==> config.mk <==
export PLATFORM = sky130hd
export DESIGN_NAME = rscd_strap_decode
export DESIGN_NICKNAME = d
export VERILOG_FILES = /design/src/rscd_strap_decode.v
export VERILOG_INCLUDE_DIRS = /design/src /design/src/src
export SDC_FILE = /design/constraint.sdc
export NUM_CORES = 1
export LEC_CHECK = 0
export BUFFER_PORTS_ARGS = -buffer_cell sky130_fd_sc_hd__buf_2
export CAP_MARGIN = 20
export CORE_MARGIN = 1.5
export CORE_UTILIZATION = 40
export DETAILED_ROUTE_END_ITERATION = 7
export GPL_ROUTABILITY_DRIVEN = 0
export PLACE_DENSITY = 0.79
export RECOVER_POWER = 25
export SYNTH_ARGS = -nofsm -noshare
export SYNTH_HDL_FRONTEND = slang
export SYNTH_SLANG_ARGS = --single-unit
export TNS_END_PERCENT = 100
==> constraint.sdc <==
create_clock -name CLK_SYS -period 1.4 [get_ports CLK_SYS]
set_clock_uncertainty 0.15 [all_clocks]
set_input_delay 0.21 -clock CLK_SYS [delete_from_list [all_inputs] [get_ports CLK_SYS]]
set_output_delay 0.21 -clock CLK_SYS [all_outputs]
set_load 0.01 [all_outputs]
==> src/rscd_map.vh <==
// constants for the reset strap capture and address decode block
`ifndef RSCD_MAP_VH
`define RSCD_MAP_VH
`define RSCD_SEG_LSB 11
`define RSCD_SEG_MSB 12
`define RSCD_CLK_LSB 13
`define RSCD_CLK_MSB 15
`define RSCD_BOOT_BIT 4
`define RSCD_PORT_DEFAULT 16'hFFFF
`define RSCD_SEG_A16_A17 2'b11
`define RSCD_SEG_A16_A19 2'b00
`define RSCD_SEG_A16_A21 2'b10
`define RSCD_SEG_NONE 2'b01
`define RSCD_LINES_2 3'h2
`define RSCD_LINES_4 3'h4
`define RSCD_LINES_6 3'h6
`define RSCD_LINES_0 3'h0
`define RSCD_CLK_X4 3'b111
`define RSCD_CLK_X3 3'b110
`define RSCD_CLK_X2 3'b101
`define RSCD_CLK_X5 3'b100
`define RSCD_CLK_DIRECT 3'b011
`define RSCD_MUL_X4 3'h4
`define RSCD_MUL_X3 3'h3
`define RSCD_MUL_X2 3'h2
`define RSCD_MUL_X5 3'h5
`define RSCD_MUL_X1 3'h1
`define RSCD_START_ADDR 22'h00_0000
`define RSCD_SPLIT_4M 22'h20_0000
`define RSCD_SPLIT_1M 22'h08_0000
`define RSCD_LIMIT_1M 22'h10_0000
`define RSCD_IO_BASE 22'h00_8000
`define RSCD_IO_AREA_BITS 13
`define RSCD_IO_AREAS 3'h4
`define RSCD_FLASH_MIRROR_MASK 22'h03_FFFF
`define RSCD_RESET_CYCLES 4'h8
`endif

==> src/rscd_strap_decode.v <==
// reset strap capture, clock/segment decode and memory model address decode
`timescale 1ns/1ps
`include "rscd_map.vh"

// Functional notes
// [RULE1] sample all configuration port pins once at end of internal reset
// [RULE2] enable pull-ups on configuration port while in reset
// [RULE3] board pulls a pin low during reset to pick non-default option
// [RULE4] board keeps reserved and fixed pins high during reset
// [RULE5] segment line count comes from port bits 11 and 12
// [RULE6] decode: 11=A16-17, 00=A16-19, bit11 low only=A16-21, bit12 low only=none
// [RULE7] clock source and multiplier come from port bits 13 to 15
// [RULE8] decode: all high x4, 13 low x3, 14 low x2, both x5, 15 low direct
// [RULE9] bootstrap pin low at reset starts the bootstrap loader
// [RULE10] jumper open gives model 1, jumper closed gives model 0
// [RULE11] model 1 without bootstrap starts from Flash at address zero
// [RULE12] model 0 without bootstrap starts from external RAM at address zero
// [RULE13] with CAN on top address lines, decodable space is at most 1 MB
// [RULE14] without CAN the full 4 MB linear space is decoded
// [RULE15] four separate 8 kB I/O areas exist in both models
// [RULE16] 256 kB of Flash is mirrored in the ROM area
// [RULE17] extended decode uses A20 for chip selects, excluding CAN on it; the code splits ram and flash on A21 instead
// [RULE18] 4 MB with jumper closed: RAM 0 to 1F:FFFF, Flash above
// [RULE19] chip-select disable jumper suppresses every chip select
// [RULE20] sampled values hold stable until the next reset
module rscd_strap_decode (
  input wire CLK_SYS,
  input wire RST_N,
  input wire [15:0] CONFIG_PORT_IN,
  input wire MEMORY_MODEL_JUMPER,
  input wire CHIP_SELECT_DISABLE_JUMPER,
  input wire CAN_ON_ADDRESS_LINES,
  input wire ADDR_VALID,
  input wire [21:0] ADDR,
  output reg CONFIG_PULLUP_EN,
  output reg CONFIG_DONE,
  output reg [15:0] CONFIG_SAMPLED,
  output reg [1:0] SEGMENT_LINE_COUNT_SELECT,
  output reg [2:0] SEGMENT_LINES_ACTIVE,
  output reg [2:0] CLOCK_SOURCE_SELECT,
  output reg CLOCK_FROM_PLL,
  output reg [2:0] CLOCK_MULTIPLIER,
  output reg BOOTSTRAP_LOADER_SELECT,
  output reg MEMORY_MODEL,
  output reg START_FROM_FLASH,
  output reg [21:0] START_ADDRESS,
  output reg CS_FLASH_N,
  output reg CS_RAM_N,
  output reg [3:0] CS_IO_N,
  output reg ADDR_OUT_OF_RANGE,
  output reg [19:0] FLASH_OFFSET
);

  ////////////////////////////////////////////////////////////////////////////
  // decode helpers

  function [2:0] seg_lines;
    input [1:0] sel;
    begin
      case (sel)
        `RSCD_SEG_A16_A17: seg_lines = `RSCD_LINES_2;
        `RSCD_SEG_A16_A19: seg_lines = `RSCD_LINES_4;
        `RSCD_SEG_A16_A21: seg_lines = `RSCD_LINES_6;
        default: seg_lines = `RSCD_LINES_0;
      endcase
    end
  endfunction

  function [2:0] clk_mul;
    input [2:0] sel;
    begin
      case (sel)
        `RSCD_CLK_X4: clk_mul = `RSCD_MUL_X4;
        `RSCD_CLK_X3: clk_mul = `RSCD_MUL_X3;
        `RSCD_CLK_X2: clk_mul = `RSCD_MUL_X2;
        `RSCD_CLK_X5: clk_mul = `RSCD_MUL_X5;
        `RSCD_CLK_DIRECT: clk_mul = `RSCD_MUL_X1;
        // undocumented codes fall back to the default pll setting
        default: clk_mul = `RSCD_MUL_X4;
      endcase
    end
  endfunction

  // the oscillator feeds the cpu directly only for the one direct code
  function pll_used;
    input [2:0] sel;
    begin
      pll_used = (sel != `RSCD_CLK_DIRECT); // see [RULE8]
    end
  endfunction

  // can on A20/A21 leaves only 1 MB, so the split drops to 512 kB
  function [21:0] split_point;
    input can_on;
    begin
      if (can_on)
        split_point = `RSCD_SPLIT_1M; // see [RULE13]
      else
        split_point = `RSCD_SPLIT_4M; // see [RULE14]
    end
  endfunction

  // with can on the top lines nothing past the first megabyte is decoded
  function beyond_limit;
    input can_on;
    input [21:0] addr;
    begin
      beyond_limit = can_on && (addr >= `RSCD_LIMIT_1M); // see [RULE13]
    end
  endfunction

  // compare equal widths so the upper base bits cannot be dropped
  function io_hit;
    input [21:0] addr;
    reg [21:0] base;
    begin
      base = `RSCD_IO_BASE;
      io_hit = (addr[21:`RSCD_IO_AREA_BITS + 2] == base[21:`RSCD_IO_AREA_BITS + 2]);
    end
  endfunction

  // one select per 8 kB window
  function [3:0] io_select;
    input [1:0] idx;
    begin
      case (idx)
        2'h0: io_select = 4'h1;
        2'h1: io_select = 4'h2;
        2'h2: io_select = 4'h4;
        default: io_select = 4'h8;
      endcase
    end
  endfunction

  // only 256 kB of flash is visible; higher rom addresses alias onto it
  function [19:0] mirror_offset;
    input [21:0] addr;
    reg [21:0] masked;
    begin
      masked = addr & `RSCD_FLASH_MIRROR_MASK;
      mirror_offset = masked[19:0];
    end
  endfunction

  ////////////////////////////////////////////////////////////////////////////
  // internal reset sequence: fixed count after release, then one capture

  localparam ST_RESET = 3'b001;
  localparam ST_CAPTURE = 3'b010;
  localparam ST_RUN = 3'b100;

  reg [2:0] state;
  reg [2:0] next_state;
  reg [3:0] rst_count;

  always @*
  begin
    case (state)
      ST_RESET:
      begin
        // capture follows the last counting edge
        if (rst_count == `RSCD_RESET_CYCLES - 4'h1)
          next_state = ST_CAPTURE;
        else
          next_state = ST_RESET;
      end
      ST_CAPTURE: next_state = ST_RUN;
      ST_RUN: next_state = ST_RUN; // see [RULE20]
      default: next_state = ST_RESET;
    endcase
  end

  always @(posedge CLK_SYS or negedge RST_N)
  begin
    if (!RST_N)
    begin
      state <= ST_RESET;
      rst_count <= 4'h0;
    end
    else
    begin
      state <= next_state;
      if (state == ST_RESET)
        rst_count <= rst_count + 4'h1;
    end
  end

  ////////////////////////////////////////////////////////////////////////////
  // strap capture; registers reset to the pulled-up default levels

  wire [15:0] p = CONFIG_PORT_IN;
  wire [1:0] seg_sel = p[`RSCD_SEG_MSB:`RSCD_SEG_LSB]; // see [RULE5]
  wire [2:0] clk_sel = p[`RSCD_CLK_MSB:`RSCD_CLK_LSB]; // see [RULE7]

  always @(posedge CLK_SYS or negedge RST_N)
  begin
    if (!RST_N)
    begin
      CONFIG_PULLUP_EN <= 1'b1; // see [RULE2]
      CONFIG_DONE <= 1'b0;
      CONFIG_SAMPLED <= `RSCD_PORT_DEFAULT;
      SEGMENT_LINE_COUNT_SELECT <= 2'b11;
      SEGMENT_LINES_ACTIVE <= `RSCD_LINES_2;
      CLOCK_SOURCE_SELECT <= `RSCD_CLK_X4;
      CLOCK_FROM_PLL <= 1'b1;
      CLOCK_MULTIPLIER <= `RSCD_MUL_X4;
      BOOTSTRAP_LOADER_SELECT <= 1'b0;
      MEMORY_MODEL <= 1'b1;
      START_FROM_FLASH <= 1'b1;
      START_ADDRESS <= `RSCD_START_ADDR;
    end
    else if (state == ST_CAPTURE) // see [RULE1]
    begin
      CONFIG_PULLUP_EN <= 1'b0;
      CONFIG_DONE <= 1'b1;
      CONFIG_SAMPLED <= p;
      SEGMENT_LINE_COUNT_SELECT <= seg_sel;
      SEGMENT_LINES_ACTIVE <= seg_lines(seg_sel); // see [RULE6]
      CLOCK_SOURCE_SELECT <= clk_sel;
      CLOCK_FROM_PLL <= pll_used(clk_sel); // see [RULE8]
      CLOCK_MULTIPLIER <= clk_mul(clk_sel); // see [RULE8]
      BOOTSTRAP_LOADER_SELECT <= ~p[`RSCD_BOOT_BIT]; // see [RULE9]
      // open jumper reads high and selects model 1
      MEMORY_MODEL <= MEMORY_MODEL_JUMPER; // see [RULE10]
      // bootstrap loads into ram, so flash start only without it
      START_FROM_FLASH <= MEMORY_MODEL_JUMPER & p[`RSCD_BOOT_BIT]; // see [RULE11] [RULE12]
      START_ADDRESS <= `RSCD_START_ADDR; // see [RULE11] [RULE12]
    end
  end

  ////////////////////////////////////////////////////////////////////////////
  // address decode; registered so every output leaves a flip-flop
  // model 1 puts flash below the split and ram above it, model 0 swaps them;
  // the io windows win over both, so those addresses never reach ram or flash.
  // limitation: with can the split sits at 512 kB, capping each half there.

  reg next_cs_flash;
  reg next_cs_ram;
  reg [3:0] next_cs_io;
  reg next_oor;
  reg in_io;
  reg low_half;
  reg [21:0] split;

  always @*
  begin
    next_cs_flash = 1'b0;
    next_cs_ram = 1'b0;
    next_cs_io = 4'h0;
    next_oor = 1'b0;
    in_io = 1'b0;
    low_half = 1'b0;
    split = split_point(CAN_ON_ADDRESS_LINES); // see [RULE13] [RULE14]
    if (ADDR_VALID && CONFIG_DONE)
    begin
      if (beyond_limit(CAN_ON_ADDRESS_LINES, ADDR))
        next_oor = 1'b1; // see [RULE13]
      else
      begin
        // four consecutive 8 kB windows above the io base
        in_io = io_hit(ADDR); // see [RULE15]
        if (in_io)
          next_cs_io = io_select(ADDR[`RSCD_IO_AREA_BITS + 1:`RSCD_IO_AREA_BITS]); // see [RULE15]
        else
        begin
          // A21 alone decides the compare for the 4 MB split
          low_half = (ADDR < split); // see [RULE17]
          if (MEMORY_MODEL)
          begin
            next_cs_flash = low_half;
            next_cs_ram = ~low_half;
          end
          else
          begin
            next_cs_ram = low_half; // see [RULE18]
            next_cs_flash = ~low_half; // see [RULE18]
          end
        end
      end
    end
    if (CHIP_SELECT_DISABLE_JUMPER)
    begin
      next_cs_flash = 1'b0; // see [RULE19]
      next_cs_ram = 1'b0; // see [RULE19]
      next_cs_io = 4'h0; // see [RULE19]
    end
  end

  always @(posedge CLK_SYS or negedge RST_N)
  begin
    if (!RST_N)
    begin
      CS_FLASH_N <= 1'b1;
      CS_RAM_N <= 1'b1;
      CS_IO_N <= 4'hF;
      ADDR_OUT_OF_RANGE <= 1'b0;
      FLASH_OFFSET <= 20'h0_0000;
    end
    else
    begin
      CS_FLASH_N <= ~next_cs_flash;
      CS_RAM_N <= ~next_cs_ram;
      CS_IO_N <= ~next_cs_io;
      ADDR_OUT_OF_RANGE <= next_oor;
      // the offset follows every address so it is ready with the flash select
      FLASH_OFFSET <= mirror_offset(ADDR); // see [RULE16]
    end
  end

endmodule

== Yosys cells after proc, flatten, opt, wreduce, memory -nomap -nowiden ==
Index checks and enable logic that the tools add are counted.
Widths: inputs -> output; s select.
Operators by class
  mux-type cells: 22
  add/sub/neg operators: 1
  $lt $le $gt $ge: 2
  equal/unequal tests: 14
  reductions and logical operators: 5
  bitwise gates (word level): 6
Operator list (count)
  $ge 22x21->1 const B: 1
  $lt 22x22->1: 1
  $mux 22: 1
  $mux 4: 4
  $eq 3x3->1 const B: 4
  $mux 1: 12
  $pmux 3 s4: 1
  $pmux 4 s3: 1
  $pmux 3 s3: 1
  $eq 7x1->1 const B: 1
  $eq 2x2->1 const B: 3
  $eq 3x2->1 const B: 2
  $pmux 3 s2: 1
  $add 4x1->4 const B: 1
  $eq 4x3->1 const B: 1
  $logic_not 2->1: 2
  $not 1->1: 4
  $not 4->4: 1
  $eq 3x1->1 const B: 1
  $ne 3x2->1 const B: 1
  $eq 2x1->1 const B: 1
  $logic_and 1x1->1: 2
  $mux 2: 1
  $reduce_or 2->1: 1
  $and 1x1->1: 1
Storage, ports and cells
  output and inout bits: 82
  word-level logic and storage cells: 68
  flip-flop bits (word level): 65

== Logic depth before layout (Yosys ltp) ==
  depth after elaboration: 9
  gate-level depth with buffers: 5
  depth with buffers taken out: 4

== Worst setup path after synthesis ==
No wires, ideal clock.
  path type: input-to-reg
  from: input ADDR[21]
  to: register CS_RAM_N
  arrival time: 1.447 ns
  cell stages on the path: 4
  setup slack: -0.283 ns
  buffers on the path: 0
  required time: 1.164 ns
  setup time: 0.086 ns
  cell sequence: ha_1 or4b_1 a21o_1 a2111o_1
Between the ends
  word-level cells in the longest chain between the ends: 8
  elaborated cells on any way between the ends: 11
  classes of those cells: order compare: 2; eq/ne: 1; mux: 5; bitwise: 2; reduce/logical: 1
Ends and longest elaborated chain
  start, declared: line rscd_strap_decode.v:34  | input wire [21:0] ADDR,
  $lt 22x22->1: line rscd_strap_decode.v:267  | low_half = (ADDR < split);
  $not 1->1: line rscd_strap_decode.v:271  | next_cs_ram = ~low_half;
  $mux 1: line rscd_strap_decode.v:268  | if (MEMORY_MODEL)
  $mux 1: line rscd_strap_decode.v:262  | if (in_io)
  $mux 1 *: line rscd_strap_decode.v:256  | if (beyond_limit(CAN_ON_ADDRESS_LINES, ADDR))
  $mux 1 *: line rscd_strap_decode.v:254  | if (ADDR_VALID && CONFIG_DONE)
  $mux 1 *: line rscd_strap_decode.v:281  | if (CHIP_SELECT_DISABLE_JUMPER)
  $not 1->1 *: line rscd_strap_decode.v:302  | CS_RAM_N <= ~next_cs_ram;
  end signal, assigned: line rscd_strap_decode.v:302
  end, declared: line rscd_strap_decode.v:48  | output reg CS_RAM_N,
Every way passes the cells marked *; elsewhere a longest branch is shown, timed or not.
A chain may end at the register's enable or synchronous reset.

== Worst setup path after layout ==
  from: register state[0]
  to: register rst_count[1]
Between the ends
  word-level cells in the longest chain between the ends: 1
Ends and longest elaborated chain
  start, declared: line rscd_strap_decode.v:152  | reg [2:0] state;
  start signal, assigned: line rscd_strap_decode.v:182  | state <= next_state;
  $eq 3x1->1: line rscd_strap_decode.v:183  | if (state == ST_RESET)
  end signal, assigned: line rscd_strap_decode.v:184  | rst_count <= rst_count + 4'h1;
  end, declared: line rscd_strap_decode.v:154  | reg [3:0] rst_count;
No other way between the ends.

==> run_results.csv <==
group,metric,value,unit
synth,syn_area_per_cell,11.62,sq um
clocking,numCtsBuffers,9,
sta,max_slew.worst_pin.slew,709.2,ps
floorplanning,die_h,79.40,um
synth,post-synth-top-area-cell,"dfstp_2",
sta,fin_crit,1463,ps
clocking,cts.clk_slew.worst_paths,70,ps
critical_path,cp_max_fo,5,
synth,syn_area,0.002335,sq mm
synth,syn_inst,201,
synth,async_flop_share,100.0,%
synth,synth_edf_count,0,
floorplanning,core_area,0.005574,sq mm
critical_path,r2r_cells,2,
route,vias_per_cell,4.362,
synth,yosys_most_used_dff,"dfrtp_1",
grt,grt_pass1_wl,8424,um
clocking,h-tree-depth,3,
sta,fin_ws,-62.64,ps
worst_hold_path,holdPathStages,3,
job,max-cap-violations,0,
placed_design,post-place-ws,-407.9,ps
clocking,cts.sinks,59,
power_and_ir_drop,ir_worst_vdd,0.0007366,V
route,vias,1893,
grt,grt_max_degree,60,
clocking,clock_latency,320,ps
power_and_ir_drop,switching_share,22.10,%
sta,relSlewSlack,52.72,%
final_layout,fillCellCount,422,
final_layout,drive_gt1_share,52.21,%
placed_design,dp.cells,377,
power_and_ir_drop,combinationalPowerShare,11.0,%
synth,yosysMostFrequentCell,"nand2_1",
placed_design,numPortBuffers,100,
worst_hold_path,hp-class,"in -> reg",
synth,synth.area.top_cells,"dfstp_2, dfrtp_1, buf_4, nand2_1, xnor2_1",
critical_path,worst_ep_required_time,1460,ps
final_layout,multi_input_area,768.2,sq um
sta,max_freq,683.7,MHz
route,firstDrtPassIters,4,
critical_path,worst-setup-path-type,"reg -> reg",
status,violations,"setup timing",
power_and_ir_drop,clock_power_share,43.2,%
power_and_ir_drop,p_leak,0.001804,uW
critical_path,start_kind,"flop",
grt,antenna_found_initial,0,
clocking,cts_buffer_depth,2,
final_layout,regArea,0.001515,sq mm
status,status,"complete, but fails checks",
synth,yosysSeqAreaShare,64.79,%
synth,synth_commonest_cells,"nand2_1, buf_4, dfrtp_1, dfstp_2",
sta,grt_setup_unrepaired,"yes",
final_layout,n_antenna_cell,0,
placed_design,place.detailed.hpwl,3319,um
floorplanning,chipWidth,79.40,um
power_and_ir_drop,p_seq_share,45.8,%
synth,yosysTopAreaCellShare,32.64,%
sta,hold_viol_final,0,
power_and_ir_drop,powerDensity,1093,mW/mm^2
final_layout,syn_to_final_growth,57.18,%
floorplanning,fp-row-count,27,
floorplanning,boundaryPins,126,
final_layout,nets,403,
grt,overflow,0,
final_layout,finalNonFillerCells,434,
sta,finalMaxSlewViolations,0,
clocking,cts-root-buf,"clkbuf_8",
sta,setup_tns,-440.8,ps
grt,grt_usage,17.78,%
synth,synth_cell_type_count,36,
critical_path,cp-end-kind,"flop",
power_and_ir_drop,power_switching,886.4,uW
sta,finalSetupViolCount,22,
clocking,cts_tree,"built",
critical_path,crit_arrival,1520,ps
power_and_ir_drop,intPower,3124,uW
route,finalWirelength,5439,um
route,routedWlPerCell,12.53,um
synth,yosys_warnings,0,
route,drt_iter0_drc,40,
floorplanning,start_util,41.89,%
synth,synth-seq-cells,59,
grt,grt_pass1_vias,1854,
route,final_antenna_net_count,0,
sta,min_period_over_period,104.5,%
floorplanning,die-area,0.006304,sq mm
route,drc,0,
layer usage:
layer | GRT usage, % | vias up | part of all wire, %
li1 | - | 906 | -
met1 | 19.76 | 903 | 38
met4 | 8.246 | 0 | 1.2
met2 | 32.14 | 76 | 55
met5 | 0 | - | 0
met3 | 4.000 | 8 | 5.6
critical path, stage by stage (launching register included):
cell and delay (ps):
dfstp_2 570, nor3b_4 300, mux2_4 330
metrics by stage:
stage	hold WS, ps	power (uW)	utilization (%)	cell area, sq um
finish	159.0	4011	65.84	3670
CTS	137.1	4048	64.80	3612
detailed placement	86.81	2206	52.91	2949
floorplan	-235.6	2056	-	2506
global route	168.3	4196	65.84	3670
global placement	85.54	2194	52.91	2949
worst paths after layout:
kind / from / end / slack [ps]
setup / recovery: state[0] / rst_count[1] / -60
hold / removal: ADDR[20] / CS_RAM_N / 160
setup reg to reg: state[0] / rst_count[1] / -60
hold reg to reg: CONFIG_SAMPLED[0] / CONFIG_SAMPLED[0] / 310
max in group asynchronous: RST_N / state[2] / 170
min in group asynchronous: RST_N / CLOCK_MULTIPLIER[0] / 400
power by group through the flow:
stage	logic (uW)	clock network (uW)	registers [uW]
after floorplan	157	0	1900
after global placement	337	0	1860
after detailed placement	346	0	1860
after CTS	434	1780	1830
after global routing	487	1860	1850
final	440	1730	1840
timing repair:
action | CTS | global route
endpoints found under the hold margin | 78 | 0
hold buffers | 37 | 0
cloned | 1 | 1
setup buffers | 3 | 1
endpoints found under the setup margin | 24 | 38
gates resized for setup | 13 | 21
pin swaps | 8 | 4
area by class of cell:
type	count	share of cell area, %
well taps	72	2.455
clock buffers	12	4.228
repair buffers	155	29.01
inverters	1	0.1023
multi-input cells	131	20.93
clock inverters	4	1.977
flip-flops and latches	59	41.29
cells by family (layout without fill, tap and decap cells):
family / after synthesis / after routing / synth area share, %
muxes: 1 / 1 / 0.4823
AOI/OAI and AO/OA: 11 / 11 / 3.108
other: 1 / 25 / 0.1606
xor gates and xnor gates: 5 / 5 / 1.876
DFF: 59 / 59 / 64.79
and+or+nand+nor: 86 / 87 / 17.90
adders and majority gates: 2 / 2 / 1.072
buffers and inverters: 36 / 172 / 10.61
cells in the final DEF (no fill, tap or decap), types with 2 or more instances in the layout:
master          n
or4b_4          2
a21o_1          2
nand3_1         2
dlygate4sd3_1  37
xor2_1          2
nor3b_4         2
nand2_1        46
o21ai_1         3
bufinv_16       2
buf_6           8
dfstp_2        29
dfrtp_2         2
buf_2          92
nand3b_1        3
clkbuf_1        4
dfrtp_1        28
or2_2           2
clkbuf_8       11
conb_1         25
buf_4          13
nand2_2        13
nor2_1          3
xnor2_1         3
state kept, by name (all words and copies together) (netlist names), 2 cells and up:
register              count
SEGMENT_LINES_ACTIVE      2
CONFIG_SAMPLED           16
CS_IO_N                   4
CLOCK_MULTIPLIER          3
FLASH_OFFSET             18
state                     3
rst_count                 4
No activity file was read; power rests on OpenSTA's default activity.
